`config.mk`:
```
export PLATFORM = sky130hd
export DESIGN_NAME = sttr_core
export DESIGN_NICKNAME = d
export VERILOG_FILES = /design/src/core/sttr_pkg.sv /design/src/core/sttr_core.sv
export SDC_FILE = /design/constraint.sdc
export NUM_CORES = 1
export LEC_CHECK = 0
export ABC_CLOCK_PERIOD_IN_PS = 12730
export BUFFER_PORTS_ARGS = -buffer_cell sky130_fd_sc_hd__buf_4
export CAP_MARGIN = 20
export CORE_UTILIZATION = 35
export CTS_CLUSTER_SIZE = 8
export DETAILED_ROUTE_END_ITERATION = 8
export HOLD_SLACK_MARGIN = 0.03
export PLACE_DENSITY = 0.65
export SLEW_MARGIN = 10
export SYNTH_ARGS = -nofsm -noshare
export SYNTH_HDL_FRONTEND = slang
export SYNTH_SLANG_ARGS = --single-unit
```
`constraint.sdc`:
```
create_clock -name core_clk_i -period 12.73 [get_ports core_clk_i]
set_input_delay 0.6365 -clock core_clk_i [delete_from_list [all_inputs] [get_ports core_clk_i]]
set_output_delay 0.6365 -clock core_clk_i [all_outputs]
set_load 0.05 [all_outputs]
```
`src/core/sttr_pkg.sv`:
```
// Purpose : shared constants and types for the subtract / table-read datapath
// Assumes : 16-bit data words, 32-bit accumulator, 16-bit program addresses
// Notes   : opcodes carry the 9 upper instruction bits; bit 7 picks mode
package sttr_pkg;
    // *****************************************************************
    // widths and opcode fields
    // *****************************************************************
    localparam int          WORD_W       = 16;
    localparam int          ACC_W        = 32;
    localparam logic [8:0]  OPC_SUB_UNS  = 9'h0cc;  // bits 15..7 direct
    localparam logic [8:0]  OPC_SUB_SHF  = 9'h0ce;
    localparam logic [8:0]  OPC_TBL_RD   = 9'h14c;
    localparam int          OPC_HI       = 15;
    localparam int          OPC_LO       = 7;
    localparam int          MODE_BIT     = 7;
    localparam int          DMA_HI       = 6;
    localparam int          SHIFT_HI     = 3;
    localparam int          ARN_HI       = 2;
    localparam logic [15:0] RESET_WORD   = 16'h0000;
    localparam logic [31:0] RESET_ACC    = 32'h0000_0000;
    localparam logic [31:0] ACC_POS_MAX  = 32'h7fff_ffff;
    localparam logic [31:0] ACC_NEG_MAX  = 32'h8000_0000;
    localparam logic [15:0] ONE_WORD     = 16'h0001;

    // *****************************************************************
    // execution state
    // *****************************************************************
    typedef enum logic [2:0] {
        ST_IDLE  = 3'b000,
        ST_WAIT  = 3'b001,
        ST_TRD1  = 3'b010,
        ST_TRD2  = 3'b011,
        ST_TRDW  = 3'b100
    } sttr_state_type;

    // memory placement of operand / code, decides cycle counts
    typedef struct packed {
        logic operand_ext;    // data operand in external memory
        logic code_ext;       // code in external memory
        logic shared_single;  // operand and code in one single_access_block
        logic src_dst_shared; // source and destination share a block
    } sttr_place_type;

    typedef struct packed {
        logic sign_extension_mode;
        logic overflow_saturate_mode;
        logic temp_register_mode;
    } sttr_mode_type;
endpackage : sttr_pkg

```
`src/core/sttr_core.sv`:
```
// Purpose : execution datapath for unsigned subtract, shifted subtract and
//           table read, with repeat support
// Assumes : memories answer reads combinationally; wait states are given
//           as counts d (data) and p (program) on ports
// Notes   : one instruction accepted at a time while ready_o is high
//
// Contract
// - unsigned subtract equals general subtract, no sign extension, shift 0
// - unsigned subtract operand is 16-bit unsigned, accumulator signed
// - shifted subtract shifts operand by low 4 bits of shift temp
// - shifted subtract sign-extends operand only in sign extension mode
// - carry cleared on borrow else set; overflow updated, saturate per mode
// - temp mode clear: load of first temp writes all three temps
// - subtract takes 1, 2 shared, 1+d external, 2+d+p all external
// - repeated subtract takes n, n+1 shared, external adds waits
// - table read saves prefetch counter to call stack, loads acc low
// - table read moves program word at prefetch counter into data memory
// - each repeat iteration moves, bumps counter; last restores prefetch
// - repeated table read with no shared block moves one word per cycle once primed
// - single table read takes 3, or 4 with shared destination block
// - repeated table read takes n+2, or 2n when source/destination share
// - repeated table read takes 2n+2 when all share one block
`timescale 1ns/100ps
`default_nettype none
module sttr_core (
    input  wire logic                   core_clk_i,   // core clock
    input  wire logic                   reset_i,      // sync reset
    input  wire logic                   issue_i,      // instruction valid
    input  wire logic [15:0]            instr_i,      // instruction word
    input  wire logic [15:0]            repeat_i,     // repeat count (n-1)
    input  wire sttr_pkg::sttr_place_type place_i,    // memory placement
    input  wire logic [3:0]             wait_d_i,     // data wait states
    input  wire logic [3:0]             wait_p_i,     // program wait states
    input  wire sttr_pkg::sttr_mode_type  mode_i,     // status mode bits
    input  wire logic                   tload_i,      // load first temp
    input  wire logic [15:0]            tload_data_i, // temp load value
    input  wire logic [15:0]            dmem_rdata_i, // data memory read
    input  wire logic [15:0]            pmem_rdata_i, // program memory read
    output logic                        ready_o,      // can accept
    output logic [15:0]                 dmem_addr_o,  // data address
    output logic                        dmem_we_o,    // data write
    output logic [15:0]                 dmem_wdata_o, // data write value
    output logic [15:0]                 pmem_addr_o,  // program address
    output logic [31:0]                 acc_o,        // accumulator
    output logic                        carry_o,      // carry flag
    output logic                        overflow_o,   // overflow_flag
    output logic [15:0]                 shift_temp_o  // shift temp value
);
    // *****************************************************************
    // state
    // *****************************************************************
    sttr_pkg::sttr_state_type state;
    logic [31:0] acc;
    logic        carry;
    logic        overflow_flag;
    logic [15:0] first_temp_register;
    logic [15:0] shift_temp_register;
    logic [15:0] product_temp_register;
    logic [15:0] prefetch_counter;
    logic [15:0] micro_call_stack;
    logic [15:0] rpt_cnt;
    logic [7:0]  wait_cnt;
    logic [15:0] aux_reg [0:7];
    logic [2:0]  aux_register_pointer;
    logic [15:0] dest_addr;
    logic        shared_dst;
    logic [15:0] pword;

    logic [8:0]  opc;
    logic        is_uns;
    logic        is_shf;
    logic        is_tbl;
    logic [15:0] next_addr;
    logic [33:0] ext_op;
    logic [33:0] diff;
    logic [31:0] next_acc;
    logic        next_ovf;
    logic [7:0]  sub_cycles;

    assign opc    = instr_i[sttr_pkg::OPC_HI:sttr_pkg::OPC_LO] &
                    9'h1fe;
    assign is_uns = opc == sttr_pkg::OPC_SUB_UNS;
    assign is_shf = opc == sttr_pkg::OPC_SUB_SHF;
    assign is_tbl = opc == sttr_pkg::OPC_TBL_RD;

    always_comb begin
        if (!instr_i[sttr_pkg::MODE_BIT]) begin
            next_addr = {9'h000, instr_i[sttr_pkg::DMA_HI:0]};
        end else begin
            next_addr = aux_reg[aux_register_pointer];
        end
    end

    // *****************************************************************
    // subtract arithmetic
    // *****************************************************************
    // unsigned operand, no shift; shifted subtract extends and shifts it
    always_comb begin
        ext_op = {18'h00000, dmem_rdata_i};
        if (is_shf) begin
            if (mode_i.sign_extension_mode) begin
                ext_op = {{18{dmem_rdata_i[15]}}, dmem_rdata_i};
            end
            ext_op = ext_op << shift_temp_register[sttr_pkg::SHIFT_HI:0];
        end
        diff = {{2{acc[31]}}, acc} - ext_op;
        next_ovf = diff[32] != diff[31];
        next_acc = diff[31:0];
        if (next_ovf && mode_i.overflow_saturate_mode) begin
            next_acc = diff[33] ? sttr_pkg::ACC_NEG_MAX
                                : sttr_pkg::ACC_POS_MAX;
        end
    end

    // extra cycles beyond one per iteration
    always_comb begin
        sub_cycles = 8'h00;
        if (place_i.operand_ext) begin
            sub_cycles = sub_cycles + {4'h0, wait_d_i};
        end
        if (place_i.operand_ext && place_i.code_ext) begin
            sub_cycles = sub_cycles + 8'h01 + {4'h0, wait_p_i};
        end else if (place_i.code_ext) begin
            sub_cycles = sub_cycles + {4'h0, wait_p_i};
        end else if (place_i.shared_single) begin
            sub_cycles = 8'h01;
        end
    end

    // *****************************************************************
    // sequencer
    // *****************************************************************
    // simplification: wait terms are paid once up front, then one
    // iteration per cycle; the accumulator updates per iteration
    always_ff @(posedge core_clk_i) begin
        if (reset_i) begin
            state            <= sttr_pkg::ST_IDLE;
            acc              <= sttr_pkg::RESET_ACC;
            carry            <= 1'b0;
            overflow_flag    <= 1'b0;
            prefetch_counter <= sttr_pkg::RESET_WORD;
            micro_call_stack <= sttr_pkg::RESET_WORD;
            rpt_cnt          <= sttr_pkg::RESET_WORD;
            wait_cnt         <= 8'h00;
            dest_addr        <= sttr_pkg::RESET_WORD;
            shared_dst       <= 1'b0;
            pword            <= sttr_pkg::RESET_WORD;
        end else begin
            case (state)
                sttr_pkg::ST_IDLE: begin
                    if (issue_i && is_tbl) begin
                        micro_call_stack <= prefetch_counter;
                        prefetch_counter <= acc[15:0];
                        rpt_cnt          <= repeat_i;
                        dest_addr        <= next_addr;
                        shared_dst       <= place_i.shared_single |
                                            place_i.src_dst_shared;
                        pword            <= pmem_rdata_i;
                        state            <= (place_i.src_dst_shared &&
                            !place_i.shared_single &&
                            repeat_i != sttr_pkg::RESET_WORD) ?
                            sttr_pkg::ST_TRDW : sttr_pkg::ST_TRD1;
                    end else if (issue_i && (is_uns || is_shf)) begin
                        rpt_cnt  <= repeat_i;
                        dest_addr <= next_addr;
                        wait_cnt <= sub_cycles;
                        state    <= sttr_pkg::ST_WAIT;
                    end
                end
                sttr_pkg::ST_WAIT: begin
                    if (wait_cnt != 8'h00) begin
                        wait_cnt <= wait_cnt - 8'h01;
                    end else begin
                        acc           <= next_acc;
                        carry         <= (acc >= ext_op[31:0]);
                        overflow_flag <= next_ovf;
                        if (rpt_cnt == sttr_pkg::RESET_WORD) begin
                            state <= sttr_pkg::ST_IDLE;
                        end else begin
                            rpt_cnt <= rpt_cnt - sttr_pkg::ONE_WORD;
                        end
                    end
                end
                sttr_pkg::ST_TRD1: begin
                    state <= sttr_pkg::ST_TRD2;
                end
                sttr_pkg::ST_TRD2: begin
                    pword <= pmem_rdata_i;
                    state <= shared_dst ? sttr_pkg::ST_TRDW
                                        : sttr_pkg::ST_TRD2;
                    if (!shared_dst) begin
                        if (rpt_cnt == sttr_pkg::RESET_WORD) begin
                            prefetch_counter <= micro_call_stack;
                            state            <= sttr_pkg::ST_IDLE;
                        end else begin
                            prefetch_counter <= prefetch_counter +
                                                sttr_pkg::ONE_WORD;
                            rpt_cnt <= rpt_cnt - sttr_pkg::ONE_WORD;
                        end
                    end
                end
                sttr_pkg::ST_TRDW: begin
                    // shared block: two cycles per word
                    if (rpt_cnt == sttr_pkg::RESET_WORD) begin
                        prefetch_counter <= micro_call_stack;
                        state            <= sttr_pkg::ST_IDLE;
                    end else begin
                        prefetch_counter <= prefetch_counter +
                                            sttr_pkg::ONE_WORD;
                        rpt_cnt <= rpt_cnt - sttr_pkg::ONE_WORD;
                        state   <= sttr_pkg::ST_TRD2;
                    end
                end
                default: begin
                    state <= sttr_pkg::ST_IDLE;
                end
            endcase
        end
    end

    // data memory write of the moved word
    logic wr_now;
    logic [15:0] wr_addr;
    assign wr_now = (state == sttr_pkg::ST_TRD2 && !shared_dst) ||
                    state == sttr_pkg::ST_TRDW;

    always_ff @(posedge core_clk_i) begin
        if (reset_i) begin
            dmem_we_o    <= 1'b0;
            dmem_wdata_o <= sttr_pkg::RESET_WORD;
            wr_addr      <= sttr_pkg::RESET_WORD;
        end else begin
            dmem_we_o    <= wr_now;
            wr_addr <= instr_i[sttr_pkg::MODE_BIT] ? next_addr : dest_addr;
            dmem_wdata_o <= (state == sttr_pkg::ST_TRDW) ? pword
                                                         : pmem_rdata_i;
        end
    end

    // aux registers: post-increment in indirect table read
    genvar gi;
    generate
        for (gi = 0; gi < 8; gi++) begin : g_aux
            always_ff @(posedge core_clk_i) begin
                if (reset_i) begin
                    aux_reg[gi] <= sttr_pkg::RESET_WORD;
                end else if (wr_now && instr_i[sttr_pkg::MODE_BIT] &&
                             aux_register_pointer == gi[2:0]) begin
                    aux_reg[gi] <= aux_reg[gi] + sttr_pkg::ONE_WORD;
                end
            end
        end
    endgenerate

    // pointer change not modelled; pointer fixed after reset
    always_ff @(posedge core_clk_i) begin
        if (reset_i) begin
            aux_register_pointer <= 3'h0;
        end else begin
            aux_register_pointer <= aux_register_pointer;
        end
    end

    always_ff @(posedge core_clk_i) begin
        if (reset_i) begin
            first_temp_register   <= sttr_pkg::RESET_WORD;
            shift_temp_register   <= sttr_pkg::RESET_WORD;
            product_temp_register <= sttr_pkg::RESET_WORD;
        end else if (tload_i) begin
            first_temp_register <= tload_data_i;
            if (!mode_i.temp_register_mode) begin
                shift_temp_register   <= tload_data_i;
                product_temp_register <= tload_data_i;
            end
        end
    end

    // outputs
    assign ready_o      = state == sttr_pkg::ST_IDLE;
    // a write lags its state by one cycle, so its address is held with it
    assign dmem_addr_o  = dmem_we_o ? wr_addr :
                          (state == sttr_pkg::ST_IDLE) ? next_addr : dest_addr;
    assign pmem_addr_o  = (ready_o && issue_i && is_tbl) ? acc[15:0]
                                                         : prefetch_counter;
    assign acc_o        = acc;
    assign carry_o      = carry;
    assign overflow_o   = overflow_flag;
    assign shift_temp_o = shift_temp_register;

    // *****************************************************************
    // assertions
    // *****************************************************************
    a_tbl_save_pfc: assert property (@(posedge core_clk_i) disable iff (reset_i)
        (ready_o && issue_i && is_tbl) |=> (micro_call_stack == $past(prefetch_counter)
        && prefetch_counter == $past(acc[15:0])))
        else $error("table read did not save prefetch");
    a_tbl_no_flags: assert property (@(posedge core_clk_i) disable iff (reset_i)
        (state != sttr_pkg::ST_WAIT) |=> $stable(carry) && $stable(overflow_flag))
        else $error("flags changed outside subtract");
    a_temp_mirror: assert property (@(posedge core_clk_i) disable iff (reset_i)
        (tload_i && !mode_i.temp_register_mode) |=> shift_temp_register == $past(tload_data_i))
        else $error("temp load not mirrored");
    a_sub_one_cyc: assert property (@(posedge core_clk_i) disable iff (reset_i)
        (ready_o && issue_i && is_uns && repeat_i == 16'h0000 && place_i == 4'h0)
        |=> ##1 ready_o)
        else $error("onchip subtract not single cycle");
    a_tbl_three: assert property (@(posedge core_clk_i) disable iff (reset_i)
        (ready_o && issue_i && is_tbl && repeat_i == 16'h0000 && place_i == 4'h0)
        |=> !ready_o ##1 !ready_o ##1 ready_o)
        else $error("single table read not three cycles");
    a_tbl_restore: assert property (@(posedge core_clk_i) disable iff (reset_i)
        (state == sttr_pkg::ST_TRD2 && !shared_dst && rpt_cnt == 16'h0000)
        |=> prefetch_counter == $past(micro_call_stack))
        else $error("prefetch not restored");
    a_tbl_stream: assert property (@(posedge core_clk_i) disable iff (reset_i)
        (state == sttr_pkg::ST_TRD2 && !shared_dst && rpt_cnt != 16'h0000)
        |=> prefetch_counter == $past(prefetch_counter) + 16'h0001 && dmem_we_o)
        else $error("repeat table read not one per cycle");
    a_carry_borrow: assert property (@(posedge core_clk_i) disable iff (reset_i)
        (state == sttr_pkg::ST_WAIT && wait_cnt == 8'h00) |=> carry == $past(acc >= ext_op[31:0]))
        else $error("carry not borrow inverse");
    c_tbl_rpt: cover property (@(posedge core_clk_i) state == sttr_pkg::ST_TRDW);
    c_sub_shf: cover property (@(posedge core_clk_i) ready_o && issue_i && is_shf);
    c_ovf_sat: cover property (@(posedge core_clk_i) next_ovf && mode_i.overflow_saturate_mode);
endmodule : sttr_core
`default_nettype wire

```
-- Yosys cells after proc, flatten, opt, wreduce, memory -nomap -nowiden
Memory sizes are Yosys's and may differ from the RTL's.
Cells that the tools add are included.
- $add $sub $neg: 8
- $mul: 0
- div/mod/pow operators: 0
- order comparisons: 1
- equal/unequal tests: 16
- shift operators: 1
- mux-type cells: 49
- bitwise gates (word level): 4
- reductions and logical operators: 32
- operators with widths (kind ; count):
    $mux 16 ; 18
    $mux 34 ; 3
    $mux 32 ; 2
    $pmux 16 s4 ; 1
    $mux 8 ; 6
    $pmux 16 s3 ; 1
    $shl 34x4->34 ; 1
    $sub 34x34->34 ; 1
    $add 16x1->16 const B ; 2
    $ge 32x32->1 ; 1
    $pmux 16 s2 ; 1
    $mux 3 ; 8
    $add 8x4->8 ; 2
    $eq 8x7->1 const B ; 2
    $logic_not 16->1 ; 1
    $pmux 8 s2 ; 1
    $reduce_bool 16->1 ; 1
    $sub 16x1->16 const B ; 1
    $pmux 3 s5 ; 1
    $logic_and 1x1->1 ; 10
    $ne 2x2->1 const B ; 5
    $reduce_and 2->1 ; 5
    $add 8x1->8 const B ; 1
    $eq 8x8->1 const B ; 1
    21 further kinds ; 35
- register bits after elaboration: 175
- latch bits: 0
- memory bits (writable): 128
- memory bits (read-only): 0
- output and inout port bits: 100
- word-level logic and storage cells: 127
- memories kept: 1
- memory list (name ; depth ; width ; read ports ; clocked after memory_dff ; wr ports ; line ; source):
    aux_reg ; 8 ; 16 ; 1 ; 0 ; 8 ; sttr_core.sv:63 ; logic [15:0] aux_reg [0:7];

-- Depth between registers and ports, before layout
- word-level depth: 8
- gate-level depth with buffers: 19
- mapped depth without buffers: 16

-- Worst setup path after synthesis
Ideal clock, no wire load.
- kind: register -> register
- start point: register shift_temp_register[0] (netlist: shift_temp_o[0])
- end point: register acc[15] (netlist: acc_o[15])
- data arrival time: 4425 ps
- required time: 12577 ps
- slack: 8152 ps
- stages on the path, launching flop included: 20
- period minus slack after synthesis: 4578 ps
- path through: dfxtp_1 > buf_1 > clkbuf_1 > nor2_1 > a31oi_1 > nor2_1 > a21oi_1 > nor3_1 > a21oi_1 > ha_1 > buf_6 > a211oi_2 > nand2_1 > o22ai_1 > o41ai_4 > a221oi_4 > xnor2_2 > o31ai_4 > buf_6 > a311oi_2
- cells in the longest elaborated chain, start to end: 6
- elaborated cells between the ends (all ways): 7
- classes of those cells: 1 x add/sub; 1 x eq/ne; 1 x shift; 3 x mux; 1 x reduce/logical
- ends and longest elaborated chain (item ; line ; source):
    start: declaration ; sttr_core.sv:57 ; logic [15:0] shift_temp_register;
    start signal: assignment ; sttr_core.sv:267 ; shift_temp_register <= sttr_pkg::RESET_WORD;
    start signal: assignment ; sttr_core.sv:272 ; shift_temp_register <= tload_data_i;
    $shl 34x4->34 (*) ; sttr_core.sv:104 ; ext_op = ext_op << shift_temp_register[sttr_pkg::SHIFT_HI:0];
    $mux 34 (*) ; sttr_core.sv:100 ; if (is_shf) begin
    $sub 34x34->34 (*) ; sttr_core.sv:106 ; diff = {{2{acc[31]}}, acc} - ext_op;
    $ne 1x1->1 ; sttr_core.sv:107 ; next_ovf = diff[32] != diff[31];
    $logic_and 1x1->1 ; sttr_core.sv:109 ; if (next_ovf && mode_i.overflow_saturate_mode) begin
    $mux 32 (*) ; sttr_core.sv:109 ;
    end signal: assignment ; sttr_core.sv:138 ; acc <= sttr_pkg::RESET_ACC;
    end signal: assignment ; sttr_core.sv:174 ; acc <= next_acc;
    end: declaration ; sttr_core.sv:53 ; logic [31:0] acc;
Every way passes the cells marked *; elsewhere a longest branch is shown, timed or not.
A chain may end at the register's enable or synchronous reset.

-- Worst setup path after layout
- start point: register shift_temp_register[1] (netlist: shift_temp_o[1])
- end point: register acc[1] (netlist: acc_o[1])
Same word-level chain as after synthesis.

==> flow_summary.ini <==
[clocking]
cts_buffers = 17
cts_hold_buf = 0
cts_root_buf = clkbuf_16
clkSlewWorstSetupHoldPaths_ns = 0.08
post_cts_buffers = 0
cts_tree = done
postCtsResizedCells = 0
clk_latency_ns = 0.47
h-tree-depth = 4
cts.sinks = 191
cts_buffer_depth = 2

[final_layout]
drive_gt1_share_pct = 16.2
final_common_cell = nand2_1
final_cells = 2254
area_growth_pct = 19.3
n_antenna_cell = 0
final_cell_mix = 320 x nand2_1, 212 x buf_4, 211 x a21oi_1
largest_reg_flops = 32
final_nets = 1929

[floorplan]
ioPinCount = 199
dieArea_um2 = 36100
fp-row-count = 68
start_util_pct = 35.7
die_x_um = 190
die_h_um = 190
core_area_um2 = 34600

[worst_setup_path]
critPathRequiredTime_ns = 13.04
r2r_cells = 15
arrival_ns = 5.73
timing.rr.start = shift_temp_o[1]$_SDFFE_PP0P_
worstSetupStartpoint = shift_temp_o[1]$_SDFFE_PP0P_
cp-start-kind = register
endpoint = acc_o[1]$_SDFFE_PP0P_
crit_path_end_kind = register
ff2ff_setup_slack_ns = 7.31
path_class = register to register
cp_max_fo = 26
timing.rr.end = acc_o[1]$_SDFFE_PP0P_
path_cells = mux2_2 -> o21ai_0 -> nor2_1 -> a21oi_1 -> o221ai_1 -> o21ai_0 -> ha_1 -> nand4_1 -> o21ai_0 -> a31oi_1 -> nand4_1 -> a21oi_1 -> xnor2_2 -> o31ai_4 -> a311oi_1
max_stage_delay_ns = 0.98
slowest_stage = dfxtp_1
crit_path_frequent_cell = o21ai_0

[synth]
synth_edf_count = 16
netlist_instances = 1670
async_flop_share_pct = 0
synth-seq-area-share_pct = 32.2
synth_nets = 1813
ys_seq_elements = 191
avgSynthCellArea_um2 = 7.40
ys_warn_count = 0
synth_ff_type = dfxtp_1
synthDistinctLibCells = 75
netlist_area_um2 = 12400

[pwr]
p_int_mw = 1.00
p_switching_uw = 506
p_per_area_nw_per_um2 = 102
ir_worst_vdd_uv = 103
power.leakage_nw = 5.83
power_frac_clock_pct = 37.9
comb_power_share_pct = 20.7
switching_share_pct = 33.5
power.share.sequential_pct = 41.5

[route]
wire_per_inst_um = 17.1
ant_nets = 0
drc = 0
vias = 12400
drt_iter0_drc = 1017
first_pass_iters = 5
routed_wl_mm = 38.5
via_per_inst = 5.52

[global_routing]
grt_pass1_wl_mm = 60.0
grt_pass1_vias = 11200
grt_usage_pct = 20.9
antenna_found_initial = 0
overflow = 0
grt_max_degree = 92

[place]
gp_congestion = 0.962
dp_cells = 2218
dp_hpwl_mm = 27.7
io_buffers = 198

[run]
cap_violations = 0

[timing]
maxSlewHeadroom_pct = 29.0
rsz0062_at_grt = false
fin_hold_ws_ns = 0.419
skew_ns = 0.0157
hold_viol = 0
layout_min_cycle_time_ns = 5.42
drv_slew = 0
max_freq_ghz = 0.185
fin_crit_sh_pct = 42.6
setup_viol = 0
fin_setup_tns_ns = 0
worst_pin_slew_ns = 1.06

[worst_hold_path]
hold_class = input port to register

[run_status]
outcome = finished, final reports clean
critical path, delay by kind of cell (launching register included):
kind                     cells  cell delay, ns
XOR/XNOR                     1            0.37
adder cells (fa/ha/maj)      1            0.36
flip-flops                   1            0.98
multiplexers                 1            0.43
AO/OA/AOI/OAI                9            2.72
AND/OR/NAND/NOR              3            0.41
how the worst min path moves through the flow:
stage	startpoint	to	cells past startpoint
4_1_cts	tload_data_i[13]	shift_temp_o[13]$_SDFFE_PP0P_	3
3_3_place_gp	pword[7]$_SDFFE_PP0P_	pword[7]$_SDFFE_PP0P_	2
5_1_grt	tload_data_i[13]	shift_temp_o[13]$_SDFFE_PP0P_	3
6_report	tload_data_i[15]	shift_temp_o[15]$_SDFFE_PP0P_	3
2_1_floorplan	pword[0]$_SDFFE_PP0P_	dmem_wdata_o[0]$_SDFF_PP0_	2
3_5_place_dp	pword[15]$_SDFFE_PP0P_	pword[15]$_SDFFE_PP0P_	2
power groups by stage:
stage	logic, mW	clock network, mW	registers [mW]
5_1_grt	0.340	0.607	0.628
6_report	0.312	0.572	0.627
4_1_cts	0.309	0.585	0.627
3_5_place_dp	0.307	0	0.641
2_1_floorplan	0.198	0	0.659
3_3_place_gp	0.304	0	0.641
metrics by stage:
stage                     cell area [um2]  worst slack [ns]  utilization, %  power (mW)
after floorplan                     12400              8.15               -       0.858
after global placement              14100              7.38            40.6       0.945
after detailed placement            14100              7.23            40.6       0.948
after CTS                           14700              7.35            42.4        1.52
after global routing                14800              6.83            42.6        1.58
final                               14800              7.31            42.6        1.51
logic make-up after synthesis:
family | after synthesis | synth area share [%]
mux | 39 | 4.09
compound gates | 515 | 26.3
simple gates | 674 | 23.9
xor+xnor | 53 | 3.88
flops | 191 | 32.2
fa+ha+maj | 45 | 4.72
buf+inv | 153 | 4.92
synth_stat cells (4+ instances only):
| library cell | number | share of area (%) |
|---|---|---|
| nand2_1 | 320 | 9.7 |
| a21oi_1 | 211 | 8.5 |
| dfxtp_1 | 175 | 28 |
| nor2_1 | 166 | 5.0 |
| o21ai_0 | 113 | 4.6 |
| clkbuf_1 | 99 | 3.0 |
| nand3_1 | 48 | 1.9 |
| ha_1 | 41 | 4.1 |
| a211oi_1 | 36 | 2.2 |
| inv_1 | 34 | 1.0 |
| xnor2_1 | 30 | 2.1 |
| nor3_1 | 29 | 1.2 |
| mux2i_1 | 28 | 2.3 |
| xor2_1 | 21 | 1.5 |
| o211ai_1 | 20 | 1.2 |
| a21o_1 | 19 | 1.2 |
| nand2b_1 | 18 | 0.91 |
| nand4_1 | 17 | 0.86 |
| edfxtp_1 | 16 | 3.9 |
| a31oi_1 | 14 | 0.71 |
| and3_1 | 13 | 0.66 |
| nor2b_1 | 13 | 0.66 |
| a311oi_1 | 11 | 0.78 |
| buf_1 | 11 | 0.33 |
| a22oi_1 | 10 | 0.61 |
| nor4_1 | 10 | 0.51 |
| and2_1 | 9 | 0.46 |
| mux4_2 | 9 | 1.6 |
| a311oi_2 | 8 | 0.97 |
| o31ai_1 | 8 | 0.49 |
| or3_1 | 8 | 0.40 |
| o32ai_1 | 7 | 0.50 |
| nor3b_1 | 6 | 0.36 |
| o21a_1 | 6 | 0.36 |
| o221ai_1 | 6 | 0.43 |
| o22ai_1 | 6 | 0.30 |
| nand3b_1 | 5 | 0.30 |
| a211oi_2 | 4 | 0.40 |
| a31o_2 | 4 | 0.28 |
| buf_6 | 4 | 0.36 |
| o41ai_1 | 4 | 0.28 |
cell type report:
class,count,area [um2]
fillers,3502,19900
well taps,455,569
flip-flops and latches,191,3980
multi-input cells,1326,7800
inverters,36,135
repair buffers,214,1630
clock inverters,14,179
clock buffers,18,450
routing by layer:
metal | global-route usage, % | vias to the layer above | routed length [um]
li1 | - | 6172 | -
met1 | 27.7 | 5767 | 16900
met2 | 33.4 | 446 | 17800
met3 | 3.67 | 62 | 2540
met4 | 8.78 | 0 | 1230
met5 | 0 | - | 0
(Power assumes the default switching activity.)
